===== src/umc_pkg.sv =====
// Constants and carrier types for the modem line control block
package umc_pkg;

    // ------------------------------------------------------------
    // Bus and register geometry
    // ------------------------------------------------------------
    localparam int ADDR_W = 4;
    localparam int DATA_W = 8;

    localparam logic [ADDR_W-1:0] ENH_FEAT_OFS = 4'h2;
    localparam logic [ADDR_W-1:0] MODEM_CTRL_OFS = 4'h4;
    localparam logic [ADDR_W-1:0] MODEM_STAT_OFS = 4'h6;

    localparam logic [DATA_W-1:0] MODEM_CTRL_RST = 8'h00;
    localparam logic [DATA_W-1:0] ENH_FEAT_RST = 8'h00;
    localparam logic [DATA_W-1:0] UNMAPPED_RD = 8'h00;
    localparam logic [DATA_W-1:0] ZERO_BYTE = 8'h00;

    // ------------------------------------------------------------
    // Modem control field positions
    // ------------------------------------------------------------
    localparam int MC_CLK_SEL = 7;
    localparam int MC_THR_ACC = 6;
    localparam int MC_XON_ANY = 5;
    localparam int MC_LOOP = 4;
    localparam int MC_IRQ_OP = 3;
    localparam int MC_FIFO_RDY = 2;
    localparam int MC_RTS = 1;
    localparam int MC_DTR = 0;
    localparam int MC_PROT_HI = 7;
    localparam int MC_PROT_LO = 5;
    localparam int MC_OPEN_HI = 4;

    // ------------------------------------------------------------
    // Enhanced feature field positions
    // ------------------------------------------------------------
    localparam int EF_WR_EN = 4;
    localparam int EF_AUTO_RTS = 6;

    // ------------------------------------------------------------
    // Modem status field positions
    // ------------------------------------------------------------
    localparam int MS_CD = 7;
    localparam int MS_RI = 6;
    localparam int MS_DSR = 5;
    localparam int MS_CTS = 4;

    // ------------------------------------------------------------
    // Prescaler
    // ------------------------------------------------------------
    localparam int PRESCALE_DIV = 4;

    // Modem input lines, order cd, ri, dsr, cts
    typedef struct packed {
        logic cd;
        logic ri;
        logic dsr;
        logic cts;
    } umc_lines_t;

    localparam int LINES_W = $bits(umc_lines_t);

    // Three-state pin drive
    typedef struct packed {
        logic o;
        logic oe;
    } umc_tri_t;

endpackage : umc_pkg


===== src/umc_modem_ctrl.sv =====
// Modem line control register and its pin, loopback and mode logic
module umc_modem_ctrl
    import umc_pkg::*;
#(
    parameter int PRE_DIV = PRESCALE_DIV
) (
    // Clock and reset
    input wire logic mclk,
    input wire logic rst_b,
    // Register port
    input wire logic [ADDR_W-1:0] reg_addr,
    input wire logic [DATA_W-1:0] reg_wdata,
    input wire logic reg_wr,
    input wire logic reg_rd,
    output logic [DATA_W-1:0] reg_rdata,
    // Modem pins, active low
    input wire umc_lines_t modem_in_n,
    output logic rts_n,
    output logic dtr_n,
    output logic general_output_pin,
    // Interrupt pins
    input wire logic irq_a_req,
    input wire logic irq_b_req,
    output umc_tri_t channel_a_irq_out,
    output umc_tri_t channel_b_irq_out,
    // Serial path
    input wire logic tx_from_core,
    output logic txd_pin,
    input wire logic rxd_pin,
    output logic rx_to_core,
    // Flow control hardware
    input wire logic hw_rts_assert,
    // Mode outputs and baud tick
    output logic flow_threshold_access,
    output logic xon_any_en,
    output logic fifo_rdy_en,
    output logic loopback_en,
    output logic auto_rts_en,
    output logic baud_tick
);

    localparam int SYNC_W = LINES_W + 1;

    // ------------------------------------------------------------
    // Declarations
    // ------------------------------------------------------------
    logic [DATA_W-1:0] modem_line_control_q;
    logic [DATA_W-1:0] modem_line_control_d;
    logic [DATA_W-1:0] enhanced_feature_reg_q;
    logic [DATA_W-1:0] enhanced_feature_reg_d;
    logic [DATA_W-1:0] rdata_q;
    logic [DATA_W-1:0] rdata_d;
    logic [SYNC_W-1:0] sync_raw;
    logic [SYNC_W-1:0] sync_1_q;
    logic [SYNC_W-1:0] sync_2_q;
    umc_lines_t lines_n;
    logic rxd_sync;
    logic [DATA_W-1:0] modem_status_bits_q;
    logic [DATA_W-1:0] modem_status_bits_d;
    logic rts_n_q;
    logic rts_n_d;
    logic dtr_n_q;
    logic dtr_n_d;
    logic gp_out_q;
    logic gp_out_d;
    umc_tri_t irq_a_q;
    umc_tri_t irq_a_d;
    umc_tri_t irq_b_q;
    umc_tri_t irq_b_d;
    logic txd_q;
    logic txd_d;
    logic rx_core_q;
    logic rx_core_d;
    logic [4:0] mode_q;
    logic [4:0] mode_d;
    logic loop_on;
    logic wr_mc;
    logic wr_ef;

    // ------------------------------------------------------------
    // Input synchronisers
    // ------------------------------------------------------------
    assign sync_raw = {rxd_pin, modem_in_n};

    generate
        for (genvar i = 0; i < SYNC_W; i++) begin : g_sync
            always_ff @(posedge mclk) begin
                if (!rst_b) begin
                    sync_1_q[i] <= 1'b1;
                    sync_2_q[i] <= 1'b1;
                end else begin
                    sync_1_q[i] <= sync_raw[i];
                    sync_2_q[i] <= sync_1_q[i];
                end
            end
        end
    endgenerate

    assign lines_n = sync_2_q[LINES_W-1:0];
    assign rxd_sync = sync_2_q[LINES_W];

    // ------------------------------------------------------------
    // Register writes
    // ------------------------------------------------------------
    assign wr_mc = reg_wr && (reg_addr == MODEM_CTRL_OFS);
    assign wr_ef = reg_wr && (reg_addr == ENH_FEAT_OFS);

    always_comb begin
        modem_line_control_d = modem_line_control_q;
        enhanced_feature_reg_d = enhanced_feature_reg_q;
        if (wr_ef) begin
            enhanced_feature_reg_d = reg_wdata;
        end
        if (wr_mc) begin
            modem_line_control_d[MC_OPEN_HI:0] = reg_wdata[MC_OPEN_HI:0];
            if (enhanced_feature_reg_q[EF_WR_EN]) begin
                modem_line_control_d[MC_PROT_HI:MC_PROT_LO] =
                    reg_wdata[MC_PROT_HI:MC_PROT_LO];
            end
        end
    end

    always_ff @(posedge mclk) begin
        if (!rst_b) begin
            modem_line_control_q <= MODEM_CTRL_RST;
            enhanced_feature_reg_q <= ENH_FEAT_RST;
        end else begin
            modem_line_control_q <= modem_line_control_d;
            enhanced_feature_reg_q <= enhanced_feature_reg_d;
        end
    end

    assign loop_on = modem_line_control_q[MC_LOOP];

    // ------------------------------------------------------------
    // Register reads
    // ------------------------------------------------------------
    always_comb begin
        rdata_d = ZERO_BYTE;
        if (reg_rd) begin
            unique case (reg_addr)
                MODEM_CTRL_OFS: rdata_d = modem_line_control_q;
                ENH_FEAT_OFS: rdata_d = enhanced_feature_reg_q;
                MODEM_STAT_OFS: rdata_d = modem_status_bits_q;
                default: rdata_d = UNMAPPED_RD;
            endcase
        end
    end

    always_ff @(posedge mclk) begin
        if (!rst_b) begin
            rdata_q <= ZERO_BYTE;
        end else begin
            rdata_q <= rdata_d;
        end
    end

    assign reg_rdata = rdata_q;

    // ------------------------------------------------------------
    // Modem status image
    // ------------------------------------------------------------
    always_comb begin
        modem_status_bits_d = ZERO_BYTE;
        if (loop_on) begin
            modem_status_bits_d[MS_CD] = modem_line_control_q[MC_IRQ_OP];
            modem_status_bits_d[MS_RI] = modem_line_control_q[MC_FIFO_RDY];
            modem_status_bits_d[MS_DSR] = modem_line_control_q[MC_DTR];
            modem_status_bits_d[MS_CTS] = modem_line_control_q[MC_RTS];
        end else begin
            modem_status_bits_d[MS_CD] = ~lines_n.cd;
            modem_status_bits_d[MS_RI] = ~lines_n.ri;
            modem_status_bits_d[MS_DSR] = ~lines_n.dsr;
            modem_status_bits_d[MS_CTS] = ~lines_n.cts;
        end
    end

    always_ff @(posedge mclk) begin
        if (!rst_b) begin
            modem_status_bits_q <= ZERO_BYTE;
        end else begin
            modem_status_bits_q <= modem_status_bits_d;
        end
    end

    // ------------------------------------------------------------
    // Modem and interrupt pins
    // ------------------------------------------------------------
    always_comb begin
        if (enhanced_feature_reg_q[EF_AUTO_RTS]) begin
            rts_n_d = ~hw_rts_assert;
        end else begin
            rts_n_d = ~modem_line_control_q[MC_RTS];
        end
        dtr_n_d = ~modem_line_control_q[MC_DTR];
        gp_out_d = ~modem_line_control_q[MC_IRQ_OP];
        irq_a_d.o = irq_a_req;
        irq_b_d.o = irq_b_req;
        irq_a_d.oe = modem_line_control_q[MC_IRQ_OP];
        irq_b_d.oe = modem_line_control_q[MC_IRQ_OP];
    end

    always_ff @(posedge mclk) begin
        if (!rst_b) begin
            rts_n_q <= 1'b1;
            dtr_n_q <= 1'b1;
            gp_out_q <= 1'b1;
            irq_a_q <= '0;
            irq_b_q <= '0;
        end else begin
            rts_n_q <= rts_n_d;
            dtr_n_q <= dtr_n_d;
            gp_out_q <= gp_out_d;
            irq_a_q <= irq_a_d;
            irq_b_q <= irq_b_d;
        end
    end

    assign rts_n = rts_n_q;
    assign dtr_n = dtr_n_q;
    assign general_output_pin = gp_out_q;
    assign channel_a_irq_out = irq_a_q;
    assign channel_b_irq_out = irq_b_q;

    // ------------------------------------------------------------
    // Serial loopback path
    // ------------------------------------------------------------
    always_comb begin
        if (loop_on) begin
            txd_d = 1'b1;
            rx_core_d = tx_from_core;
        end else begin
            txd_d = tx_from_core;
            rx_core_d = rxd_sync;
        end
    end

    always_ff @(posedge mclk) begin
        if (!rst_b) begin
            txd_q <= 1'b1;
            rx_core_q <= 1'b1;
        end else begin
            txd_q <= txd_d;
            rx_core_q <= rx_core_d;
        end
    end

    assign txd_pin = txd_q;
    assign rx_to_core = rx_core_q;

    // ------------------------------------------------------------
    // Mode outputs
    // ------------------------------------------------------------
    always_comb begin
        mode_d[0] = modem_line_control_q[MC_THR_ACC];
        mode_d[1] = modem_line_control_q[MC_XON_ANY];
        mode_d[2] = modem_line_control_q[MC_FIFO_RDY];
        mode_d[3] = loop_on;
        mode_d[4] = enhanced_feature_reg_q[EF_AUTO_RTS];
    end

    always_ff @(posedge mclk) begin
        if (!rst_b) begin
            mode_q <= '0;
        end else begin
            mode_q <= mode_d;
        end
    end

    assign flow_threshold_access = mode_q[0];
    assign xon_any_en = mode_q[1];
    assign fifo_rdy_en = mode_q[2];
    assign loopback_en = mode_q[3];
    assign auto_rts_en = mode_q[4];

    // ------------------------------------------------------------
    // Baud prescaler
    // ------------------------------------------------------------
    // Divide select
    umc_prescaler #(
        .DIV(PRE_DIV)
    ) u_prescaler (
        .mclk(mclk),
        .rst_b(rst_b),
        .div_sel(modem_line_control_q[MC_CLK_SEL]),
        .tick(baud_tick)
    );

endmodule : umc_modem_ctrl


===== src/umc_prescaler.sv =====
// Clock prescaler producing the baud generator tick
module umc_prescaler
    import umc_pkg::*;
#(
    parameter int DIV = PRESCALE_DIV
) (
    // Clock and reset
    input wire logic mclk,
    input wire logic rst_b,
    // Control
    input wire logic div_sel,
    // Tick
    output logic tick
);

    localparam int CNT_W = $clog2(DIV);
    localparam logic [CNT_W-1:0] CNT_LAST = CNT_W'(DIV - 1);
    localparam logic [CNT_W-1:0] CNT_ZERO = '0;
    localparam logic [CNT_W-1:0] CNT_ONE = CNT_W'(1);

    logic [CNT_W-1:0] cnt_q;
    logic [CNT_W-1:0] cnt_d;
    logic tick_q;
    logic tick_d;

    // ------------------------------------------------------------
    // Divider
    // ------------------------------------------------------------
    always_comb begin
        cnt_d = CNT_ZERO;
        tick_d = 1'b1;
        if (div_sel) begin
            tick_d = (cnt_q == CNT_LAST);
            cnt_d = tick_d ? CNT_ZERO : cnt_q + CNT_ONE;
        end
    end

    always_ff @(posedge mclk) begin
        if (!rst_b) begin
            cnt_q <= CNT_ZERO;
            tick_q <= 1'b0;
        end else begin
            cnt_q <= cnt_d;
            tick_q <= tick_d;
        end
    end

    assign tick = tick_q;

endmodule : umc_prescaler


===== config.mk =====
export PLATFORM = sky130hd
export DESIGN_NAME = umc_modem_ctrl
export DESIGN_NICKNAME = d
export VERILOG_FILES = /design/src/umc_pkg.sv /design/src/umc_modem_ctrl.sv /design/src/umc_prescaler.sv
export SDC_FILE = /design/constraint.sdc
export NUM_CORES = 1
export LEC_CHECK = 0
export ABC_AREA = 1
export BUFFER_PORTS_ARGS = -buffer_cell sky130_fd_sc_hd__buf_2
export CAP_MARGIN = 30
export CORE_UTILIZATION = 51
export DETAILED_ROUTE_END_ITERATION = 12
export GPL_TIMING_DRIVEN = 0
export PLACE_DENSITY = 0.85
export SLEW_MARGIN = 15
export SYNTH_ARGS = -nofsm -noshare
export SYNTH_HDL_FRONTEND = slang
export SYNTH_SLANG_ARGS = --single-unit

===== constraint.sdc =====
create_clock -name mclk -period 1.21 [get_ports mclk]
set_input_delay 0.1815 -clock mclk [delete_from_list [all_inputs] [get_ports mclk]]
set_output_delay 0.1815 -clock mclk [all_outputs]
set_load 0.01 [all_outputs]

==> metrics.txt, run 1 <==
top-area cell type share of the netlist area=56.2%; Slew Viols, Final=0; routability cong.=0.843; Routed Antenna Nets=0; overall routing resource usage=19.2%; Hold Crit Class=in -> reg; Rows=21; final setup fails=0; Mapped Area=1920 sq um; DPL Wire Length=2.58 mm; H-tree depth=2; Via density=4.71; Sink Count=54; CTS resizes=0; Async SR Flop Fraction=0%; Setup Buffers After CTS=0; total CTS buffers=5; MaxCap Viol Count=0; CTS tree=built; unrepaired setup endpoints after global routing=no; final wirelength=3.43 mm; DRT Pass-1 Iters=4; Post-Synthesis Cells=235; synth-to-layout area growth=18.9%; Yosys warnings=0; Clock Pin Slew Worst Setup and Hold Paths=0.08 ns; list of most frequent post-synthesis cells=dfxtp_1, nand2_1, nor2_1, inv_1, nand3_1; Fin. Hold Viols=0; Setup TNS=0 ns; first-pass GRT wire length=5.83 mm; r2r setup slk=0.33 ns; syn_nets=261; CP Launch Type=flop; VDD IR max=0.908 mV; GRT Residual Overflow=0; Critical Setup Path Class=reg -> out; Worst-Skew Late Latency=0.30 ns; initial core utilization=55.5%; CP Data Required Time=1.03 ns; die area=4020 sq um; Final Skew=0.00306 ns; r2r startpoint=enhanced_feature_reg_q[4]; Slew @ Worst Pin=0.444 ns; port bufs=46; path depth of the worst reg2reg path=4; Die H=63.4 um; Yosys reg bits=54; Ant. Diodes=0; pwr/cell area=1280 nW/um^2; worst-path fanout max=2; Yosys cell types=24; antenna violations before repair=0; Top Ports=48; RR Endpoint=modem_line_control_q[7]; count leader, synth=dfxtp_1; share of layout cells above drive strength 1=26.7%; P_leak=1.21 nW; sequential share of the synthesized area=56.2%; hold path cells=2; fillers=310; FMAX=965 MHz; Core Util, Final=66.0%; First DRT Iteration DRCs=104; Post-synth EDFFs=0; Final Critical Period=1.04 ns; area of the core=3470 sq um; Root Driver=clkbuf_8; Routed WL per cell=10.3 um; status=completed; top_reg_cell synth=dfxtp_1; CTS max path bufs=2; Die W=63.4 um; Hold Startpoint=rxd_pin; largest net degree at the start of global routing=15; number of global-route vias before repair=1,404; Mean Syn Cell Area=8.19 sq um; drt drc=0; critical path data arrival time=0.86 ns; Net count, final=314; fin crit share=85.7%; Critical Path End Type=output pin; main area contributors after synthesis=dfxtp_1, nand2_1, nor2_1; slew margin rel.=70.4%; end of the worst hold path=sync_1_q[4]; total number of vias=1,572; cts hold-fix bufs=0; leading area contributor after synthesis=dfxtp_1
==> critical path, cell delays in order (launching register included) <==
cell     delay, ns
dfxtp_1       0.31
buf_4         0.12
buf_2         0.13
==> cell usage in the layout, fill, tap and decap left out <==
cell type,instances
dfxtp_1,54
nand2_1,49
buf_2,48
nor2_1,35
inv_1,32
nand3_1,21
or2_2,10
a21oi_1,7
clkbuf_8,5
buf_4,4
clkbuf_1,4
o22ai_1,4
nor2_4,2
nor2_2,2
inv_2,1
nand3_2,1
nand3_4,1
buf_6,1
nand2_2,1
nand4_2,1
nand4_1,1
o21ai_0,1
and3_1,1
nor4_1,1
ha_1,1
==> stage by stage <==
| stage | hold slack [ns] | total power (W) | setup slack (ns) | cells | cell area (sq um) |
|---|---|---|---|---|---|
| after floorplan | 0.279 | 0.00198 | 0.255 | 235 | 1920 |
| after global placement | 0.367 | 0.00206 | 0.0496 | 327 | 2210 |
| after detailed placement | 0.370 | 0.00206 | 0.0198 | 327 | 2210 |
| after CTS | 0.0505 | 0.00296 | 0.161 | 334 | 2290 |
| after global routing | 0.0400 | 0.00306 | 0.132 | 334 | 2290 |
| final | 0.0560 | 0.00293 | 0.173 | 334 | 2290 |
==> cells by family (layout without fill, tap and decap cells) <==
group	after synthesis	in the layout	share of synthesized area (%)
adders and majority gates	1	1	0.650
and+or+nand+nor	126	126	30.3
buffers and inverters	42	95	9.49
AOI/OAI and AO/OA	12	12	3.38
DFF	54	54	56.2
==> worst max-delay path by stage <==
stage | depth (start not counted) | end | start | slack [ns]
floorplan | 4 | sync_1_q[0] | rst_b | 0.26
global placement | 7 | modem_line_control_q[3] | reg_addr[1] | 0.05
detailed placement | 6 | modem_line_control_q[4] | reg_addr[1] | 0.02
CTS | 2 | channel_b_irq_out[0] | channel_b_irq_out[0] | 0.16
global route | 2 | channel_b_irq_out[0] | channel_b_irq_out[0] | 0.13
finish | 2 | channel_b_irq_out[0] | channel_b_irq_out[0] | 0.17
==> state kept, by name, indices dropped and copies added (netlist names) <==
name                    count
modem_line_control_q        8
lines_n                     4
mode_q                      5
channel_b_irq_out           2
rxd_sync                    1
reg_rdata                   8
u_prescaler.tick            1
txd_pin                     1
modem_status_bits_q         4
channel_a_irq_out           1
rts_n                       1
sync_1_q                    5
dtr_n                       1
rx_to_core                  1
enhanced_feature_reg_q      8
general_output_pin          1
u_prescaler.cnt_q           2
==> area by class of cell <==
| type | instances | area, sq um | area share [%] |
|---|---|---|---|
| Sequential cell | 54 | 1080 | 47.2 |
| Multi-Input combinational cell | 139 | 661 | 28.9 |
| Timing Repair Buffer | 46 | 230 | 10.1 |
| Inverter | 33 | 124 | 5.41 |
| Clock buffer | 7 | 76.3 | 3.34 |
| Buffer | 9 | 58.8 | 2.57 |
| Tap cell | 46 | 57.6 | 2.52 |
==> power by group <==
| group | switching [W] | leakage, nW | internal (W) |
|---|---|---|---|
| clock network | 0.000508 | 0.0383 | 0.000399 |
| logic | 0.000115 | 0.734 | 0.0000783 |
| registers | 0.0000129 | 0.440 | 0.00182 |
==> metal layers <==
metal	vias up	share of wire [%]	GRT usage [%]
met4	0	1.3	7.95
met1	695	43	21.4
met3	5	7.5	7.25
met2	53	48	32.6
li1	819	-	-
met5	-	0	0
No activity file was read; power rests on OpenSTA's default activity.
==> inputs of run 2 (changes only) <==
--- a/config.mk
+++ b/config.mk
@@ -11,6 +11,7 @@
 export CORE_UTILIZATION = 51
 export DETAILED_ROUTE_END_ITERATION = 12
 export GPL_TIMING_DRIVEN = 0
+export HOLD_SLACK_MARGIN = 0.06
 export PLACE_DENSITY = 0.85
 export SLEW_MARGIN = 15
 export SYNTH_ARGS = -nofsm -noshare
==> run 2 against run 1 <==
Clock skew about the same. Combinational power rose by 11%. Clock power is 0.4% higher. Power grew 0.84%. Maximum frequency hardly changed. First-iteration DRC count grew 22%. Global-route usage up 0.54 points. Non-clock buffer count up 8. Largest cell class unchanged.
==> metrics.txt, run 2 (synthesized netlist as in run 1, its figures left out) <==
cts hold-fix bufs=7 (+7); status=completed; routability cong.=0.843 (unchanged); DRT Pass-1 Iters=4 (unchanged); Internal=0.00231 W (+0.73%); Final Skew=0.00331 ns (+0.000244 ns); CP Data Required Time=1.03 ns (about the same); CTS tree=built; CP Launch Type=flop; total CTS buffers=5 (unchanged); critical path data arrival time=0.86 ns (about the same); Fin. Hold Viols=0 (unchanged); CTS max path bufs=2 (unchanged); Critical Path End Type=output pin; share of layout cells above drive strength 1=26.0% (-0.72 points); Top Ports=48 (unchanged); Sw Pwr=0.000643 W (+1.2%); first-pass GRT wire length=6.02 mm (+3.3%); First DRT Iteration DRCs=127 (+22%); leading cell types in the layout, fill and taps excluded=dfxtp_1, nand2_1, buf_2; number of global-route vias before repair=1,464 (+4.3%); overall routing resource usage=19.7% (+0.54 points); Clock Pin Slew Worst Setup and Hold Paths=0.08 ns (about the same); P_leak=1.25 nW (+2.8%); final setup fails=0 (unchanged); DPL Wire Length=2.58 mm (unchanged); clock power share=30.8% (-0.2 points); switching portion of total power=21.8% (+0.079 points); CTS resizes=0 (unchanged); top sig layer=met4; combinational share of power=7.2% (+0.6 points); drt drc=0 (unchanged); Routed Antenna Nets=0 (unchanged); Die H=63.4 um (unchanged); area of the core=3470 sq um (unchanged); FMAX=964 MHz (about the same); unrepaired setup endpoints after global routing=no; Final Critical Period=1.04 ns (+0.000896 ns); fin crit share=85.8% (about the same); dpl cells=327 (unchanged); pwr/cell area=1250 nW/um^2 (-2.6%); Rows=21 (unchanged); r2r setup slk=0.33 ns (about the same); Slew Viols, Final=0 (unchanged); Worst-Skew Late Latency=0.30 ns (about the same); final wirelength=3.54 mm (+3.1%); path depth of the worst reg2reg path=4 (unchanged); met2 wire len=1.72 mm (+5.2%); VDD IR max=0.910 mV (+0.18%); slew margin rel.=70.5% (+0.17 points); antenna violations before repair=0 (unchanged); worst-path fanout max=2 (unchanged); Sink Count=54 (unchanged); MaxCap Viol Count=0 (unchanged); Die W=63.4 um (unchanged); H-tree depth=2 (unchanged); Flop pwr share=61.9% (-0.5 points); commonest non-fill, non-tap cell in the layout=dfxtp_1; GRT Residual Overflow=0 (unchanged); port bufs=46 (unchanged); die area=4020 sq um (unchanged); Final Non-Filler Cells=342 (+2.4%); total number of vias=1,607 (+2.2%); Hold Crit Class=in -> reg; Routed WL per cell=10.3 um (+0.68%); Net count, final=322 (+2.5%); Metal-1 WL=1.51 mm (+1.7%); initial core utilization=55.5% (unchanged); Slew @ Worst Pin=0.442 ns (-0.00254 ns); Setup TNS=0 ns (unchanged); Ant. Diodes=0 (unchanged); Critical Setup Path Class=reg -> out; largest net degree at the start of global routing=15 (unchanged); WL met3=248 um (-3.9%); Root Driver=clkbuf_8; hold path cells=2 (unchanged); Setup Buffers After CTS=0 (unchanged); synth-to-layout area growth=23.1%; Via density=4.70 (-0.16%)
## run 2: changes by cell type in the layout (fill, tap and decap cells not counted), sizes merged
| cell | change |
|---|---|
| dlygate4sd3 | +8 |
## run 2: final cells by class
type                    instances  area, sq um
fillers                       303         1100
flip-flops and latches         54         1080
multi-input cells             139          661
repair buffers                 54          310
inverters                      33          124
clock buffers                   7         76.3
plain buffers                   9         58.8
well taps                      46         57.6
## run 2: path summary, 6_finish.rpt
path | startpoint | to
hold / removal | modem_in_n[2] | sync_1_q[2]
hold reg to reg | modem_line_control_q[0] | dtr_n
setup reg to reg | enhanced_feature_reg_q[4] | modem_line_control_q[7]
setup / recovery | channel_b_irq_out[0] | channel_b_irq_out[0]
## run 2: per-stage QoR
stage                     worst slack [ns]  hold WS [ns]  total power, W  area [sq um]  utilization (%)
final                                0.172        0.0721         0.00295          2370             68.3
after global routing                 0.132        0.0600         0.00308          2370             68.3
after CTS                            0.161        0.0643         0.00297          2360             68.0
after detailed placement            0.0198         0.370         0.00206          2210             63.8
after global placement              0.0496         0.367         0.00206          2210             63.8
after floorplan                      0.255         0.279         0.00198          1920                -
## run 2: worst max-delay path: stages, from the launching register on
cell and delay, ns:
dfxtp_1 0.31, buf_4 0.12, buf_2 0.13
## run 2: layer usage
layer	global-route usage (%)	up-vias
met1	21.4	714
met2	34.4	54
li1	-	833
met3	7.25	6
met5	0	-
met4	7.95	0
## run 2: power by group through the flow
stage | logic (W) | clock network [W] | registers, W
floorplan | 0.000104 | 0 | 0.00187
global placement | 0.000190 | 0 | 0.00187
detailed placement | 0.000194 | 0 | 0.00187
finish | 0.000214 | 0.000911 | 0.00183
CTS | 0.000212 | 0.000934 | 0.00183
global route | 0.000240 | 0.00101 | 0.00183
==> inputs of run 3 (changes only) <==
--- a/config.mk
+++ b/config.mk
@@ -5,14 +5,13 @@
 export SDC_FILE = /design/constraint.sdc
 export NUM_CORES = 1
 export LEC_CHECK = 0
-export ABC_AREA = 1
 export BUFFER_PORTS_ARGS = -buffer_cell sky130_fd_sc_hd__buf_2
 export CAP_MARGIN = 30
-export CORE_UTILIZATION = 51
+export CORE_UTILIZATION = 50
 export DETAILED_ROUTE_END_ITERATION = 12
 export GPL_TIMING_DRIVEN = 0
 export HOLD_SLACK_MARGIN = 0.06
-export PLACE_DENSITY = 0.85
+export PLACE_DENSITY = 0.84
 export SLEW_MARGIN = 15
 export SYNTH_ARGS = -nofsm -noshare
 export SYNTH_HDL_FRONTEND = slang
==> run 3 against run 2 <==
Via count down 18%. Flip-flop and latch count stayed put. Sequential share of layout area increased by 2.0 points. Worst setup slack got worse by 0.090 ns. Clock power increased by 9.5%. Global-route usage shrank 0.28 points. Wire length decreased by 3.1%. Critical path depth rose by 3. Non-clock buffer count decreased by 4. Synthesized area fell by 4.1%. Register-to-register slack worse by 0.19 ns. Critical path type is now in -> reg.
==> metrics.txt, run 3 <==
initial core utilization=53.6% (-1.9 points); Placement Cell Area=2130 sq um (-3.8%); Setup TNS=0 ns (unchanged); Sw Pwr=0.000637 W (-0.98%); Flop pwr share=60.7% (-1.2 points); Sink Count=54 (unchanged); P_leak=1.10 nW (-11%); Worst-Skew Late Latency=0.30 ns (about the same); Root Driver=clkbuf_8; Clock Pin Slew Worst Setup and Hold Paths=0.09 ns (about the same); FMAX=887 MHz (-8.0%); slew margin rel.=53.7% (-17 points); Internal=0.00236 W (+2.1%); H-tree depth=2 (unchanged); Final Skew=0.00796 ns (+0.00465 ns); total CTS buffers=5 (unchanged); switching portion of total power=21.3% (-0.53 points); Hold WS=0.0818 ns (+0.00967 ns); Rows=21 (unchanged); pwr/cell area=1320 nW/um^2 (+5.8%); drt drc=0 (unchanged); syn_nets=198 (-24%); CP Launch Type=input port; total number of vias=1,322 (-18%); Critical Setup Path Class=in -> reg; final wirelength=3.43 mm (-3.1%); status=completed; Critical Path End Type=flop; combinational share of power=6.0% (-1.2 points); DPL Wire Length=2.48 mm (-3.8%); leading area contributor after synthesis=dfxtp_1; clock power share=33.3% (+2.5 points); total power=0.00300 W (+1.5%); DRT Pass-1 Iters=4 (unchanged); CTS max path bufs=2 (unchanged); Slew Viols, Final=0 (unchanged); worst-path fanout max=7 (+5); overall routing resource usage=19.5% (-0.28 points); die area=3940 sq um (-2.1%); final setup fails=0 (unchanged); routability cong.=0.796 (-5.6%); share of layout cells above drive strength 1=28.7% (+2.7 points); Post-Synthesis Cells=172 (-27%); Yosys reg bits=54 (unchanged); Net count, final=255 (-21%); area of the core=3440 sq um (-0.76%); CP Data Required Time=1.44 ns (+0.41 ns); number of global-route vias before repair=1,267 (-13%); port bufs=45 (-2.2%); largest net degree at the start of global routing=16 (+1); DP Worst Slack=-0.259 ns (-0.279 ns); MaxCap Viol Count=0 (unchanged); critical path data arrival time=1.36 ns (+0.50 ns); leading cell types in the layout, fill and taps excluded=dfxtp_1, buf_2, nand2_1; Async SR Flop Fraction=0% (unchanged); synth-to-layout area growth=23.1% (about the same); First DRT Iteration DRCs=109 (-14%); CTS tree=built; Slew @ Worst Pin=0.694 ns (+0.252 ns); Via density=4.79 (+1.9%); Routed Antenna Nets=0 (unchanged); top_reg_cell synth=dfxtp_1; first-pass GRT wire length=5.74 mm (-4.7%); fin crit share=93.2% (+7.4 points); Die H=62.8 um (-1.1%); GRT Residual Overflow=0 (unchanged); main area contributors after synthesis=dfxtp_1, mux2i_1, nand2_1; Mean Syn Cell Area=10.7 sq um (+31%); Final Critical Period=1.13 ns (+0.0897 ns); Die W=62.8 um (-1.1%); Yosys warnings=0 (unchanged); list of most frequent post-synthesis cells=dfxtp_1, nand2_1, mux2i_1, nand2b_1, nor2_1; top-area cell type share of the netlist area=58.6% (+2.4 points); Post-synth EDFFs=0 (unchanged); Mapped Area=1850 sq um (-4.1%); Final WS setup=0.0827 ns (-0.0897 ns); Top Ports=48 (unchanged); antenna violations before repair=0 (unchanged); Design Area, Final=2270 sq um (-4.1%); Fin. Hold Viols=0 (unchanged); unrepaired setup endpoints after global routing=no; Yosys cell types=24 (unchanged); Ant. Diodes=0 (unchanged); sequential share of the synthesized area=58.6% (+2.4 points); commonest non-fill, non-tap cell in the layout=dfxtp_1; count leader, synth=dfxtp_1; Hold Crit Class=in -> reg; VDD IR max=0.870 mV (-4.4%); Routed WL per cell=12.4 um (+20%)
[run 3: path summary, 6_finish.rpt]
path	startpoint	to	slack [ns]	cells after the start
setup / recovery	reg_addr[3]	modem_line_control_q[5]	0.08	5
hold / removal	tx_from_core	txd_pin	0.08	2
setup reg to reg	modem_line_control_q[4]	modem_status_bits_q[7]	0.14	3
hold reg to reg	sync_1_q[1]	lines_n[1]	0.41	1
[run 3: power by group through the flow]
stage               registers (W)  clock network, W  logic (W)
floorplan                 0.00186                 0  0.0000849
global placement          0.00186                 0   0.000163
detailed placement        0.00186                 0   0.000167
CTS                       0.00182           0.00102   0.000180
global route              0.00182           0.00111   0.000197
finish                    0.00182          0.000998   0.000178
[run 3: cells by family (layout without fill, tap and decap cells)]
kind of cell | after synthesis | count (layout) | synth area share (%)
compound gates | 13 | 13 | 4.88
fa+ha+maj | 1 | 1 | 0.678
mux | 22 | 22 | 12.3
flops | 54 | 54 | 58.6
buf+inv | 15 | 73 | 4.07
simple gates | 67 | 67 | 19.5
[run 3: per-stage QoR]
stage / util (%) / std cells
2_1_floorplan: - / 172
3_3_place_gp: 61.8 / 263
3_5_place_dp: 61.8 / 263
4_1_cts: 65.9 / 276
5_1_grt: 66.0 / 276
6_report: 66.0 / 276
[run 3: area by class of cell]
cell class / instances / area [sq um]
Inverter: 6 / 22.5
Timing Repair Buffer: 50 / 275
Clock inverter: 1 / 5.00
Buffer: 9 / 53.8
Fill cell: 306 / 1170
Multi-Input combinational cell: 103 / 689
Clock buffer: 7 / 86.3
Tap cell: 46 / 57.6
Sequential cell: 54 / 1080
[run 3: metal layers]
metal / global-route usage (%) / vias up / part of all wire [%]
li1: - / 673 / -
met2: 32.5 / 46 / 50
met5: 0 / - / 0
met3: 6.02 / 4 / 5.0
met4: 7.85 / 0 / 0.67
met1: 23.2 / 599 / 44
[run 3: repair_timing]
| action | in CTS | in global routing |
|---|---|---|
| gates resized for setup | 0 | 1 |
| hold buffers | 5 | 0 |
| endpoints found under the hold margin | 5 | 0 |
| endpoints found under the setup margin | 0 | 2 |
| buffers inserted | 0 | 0 |
[run 3: critical path: stages]
cell and delay [ns]:
buf_2 0.14, nor4b_4 0.49, and3_1 0.24, buf_6 0.12, mux2i_1 0.19
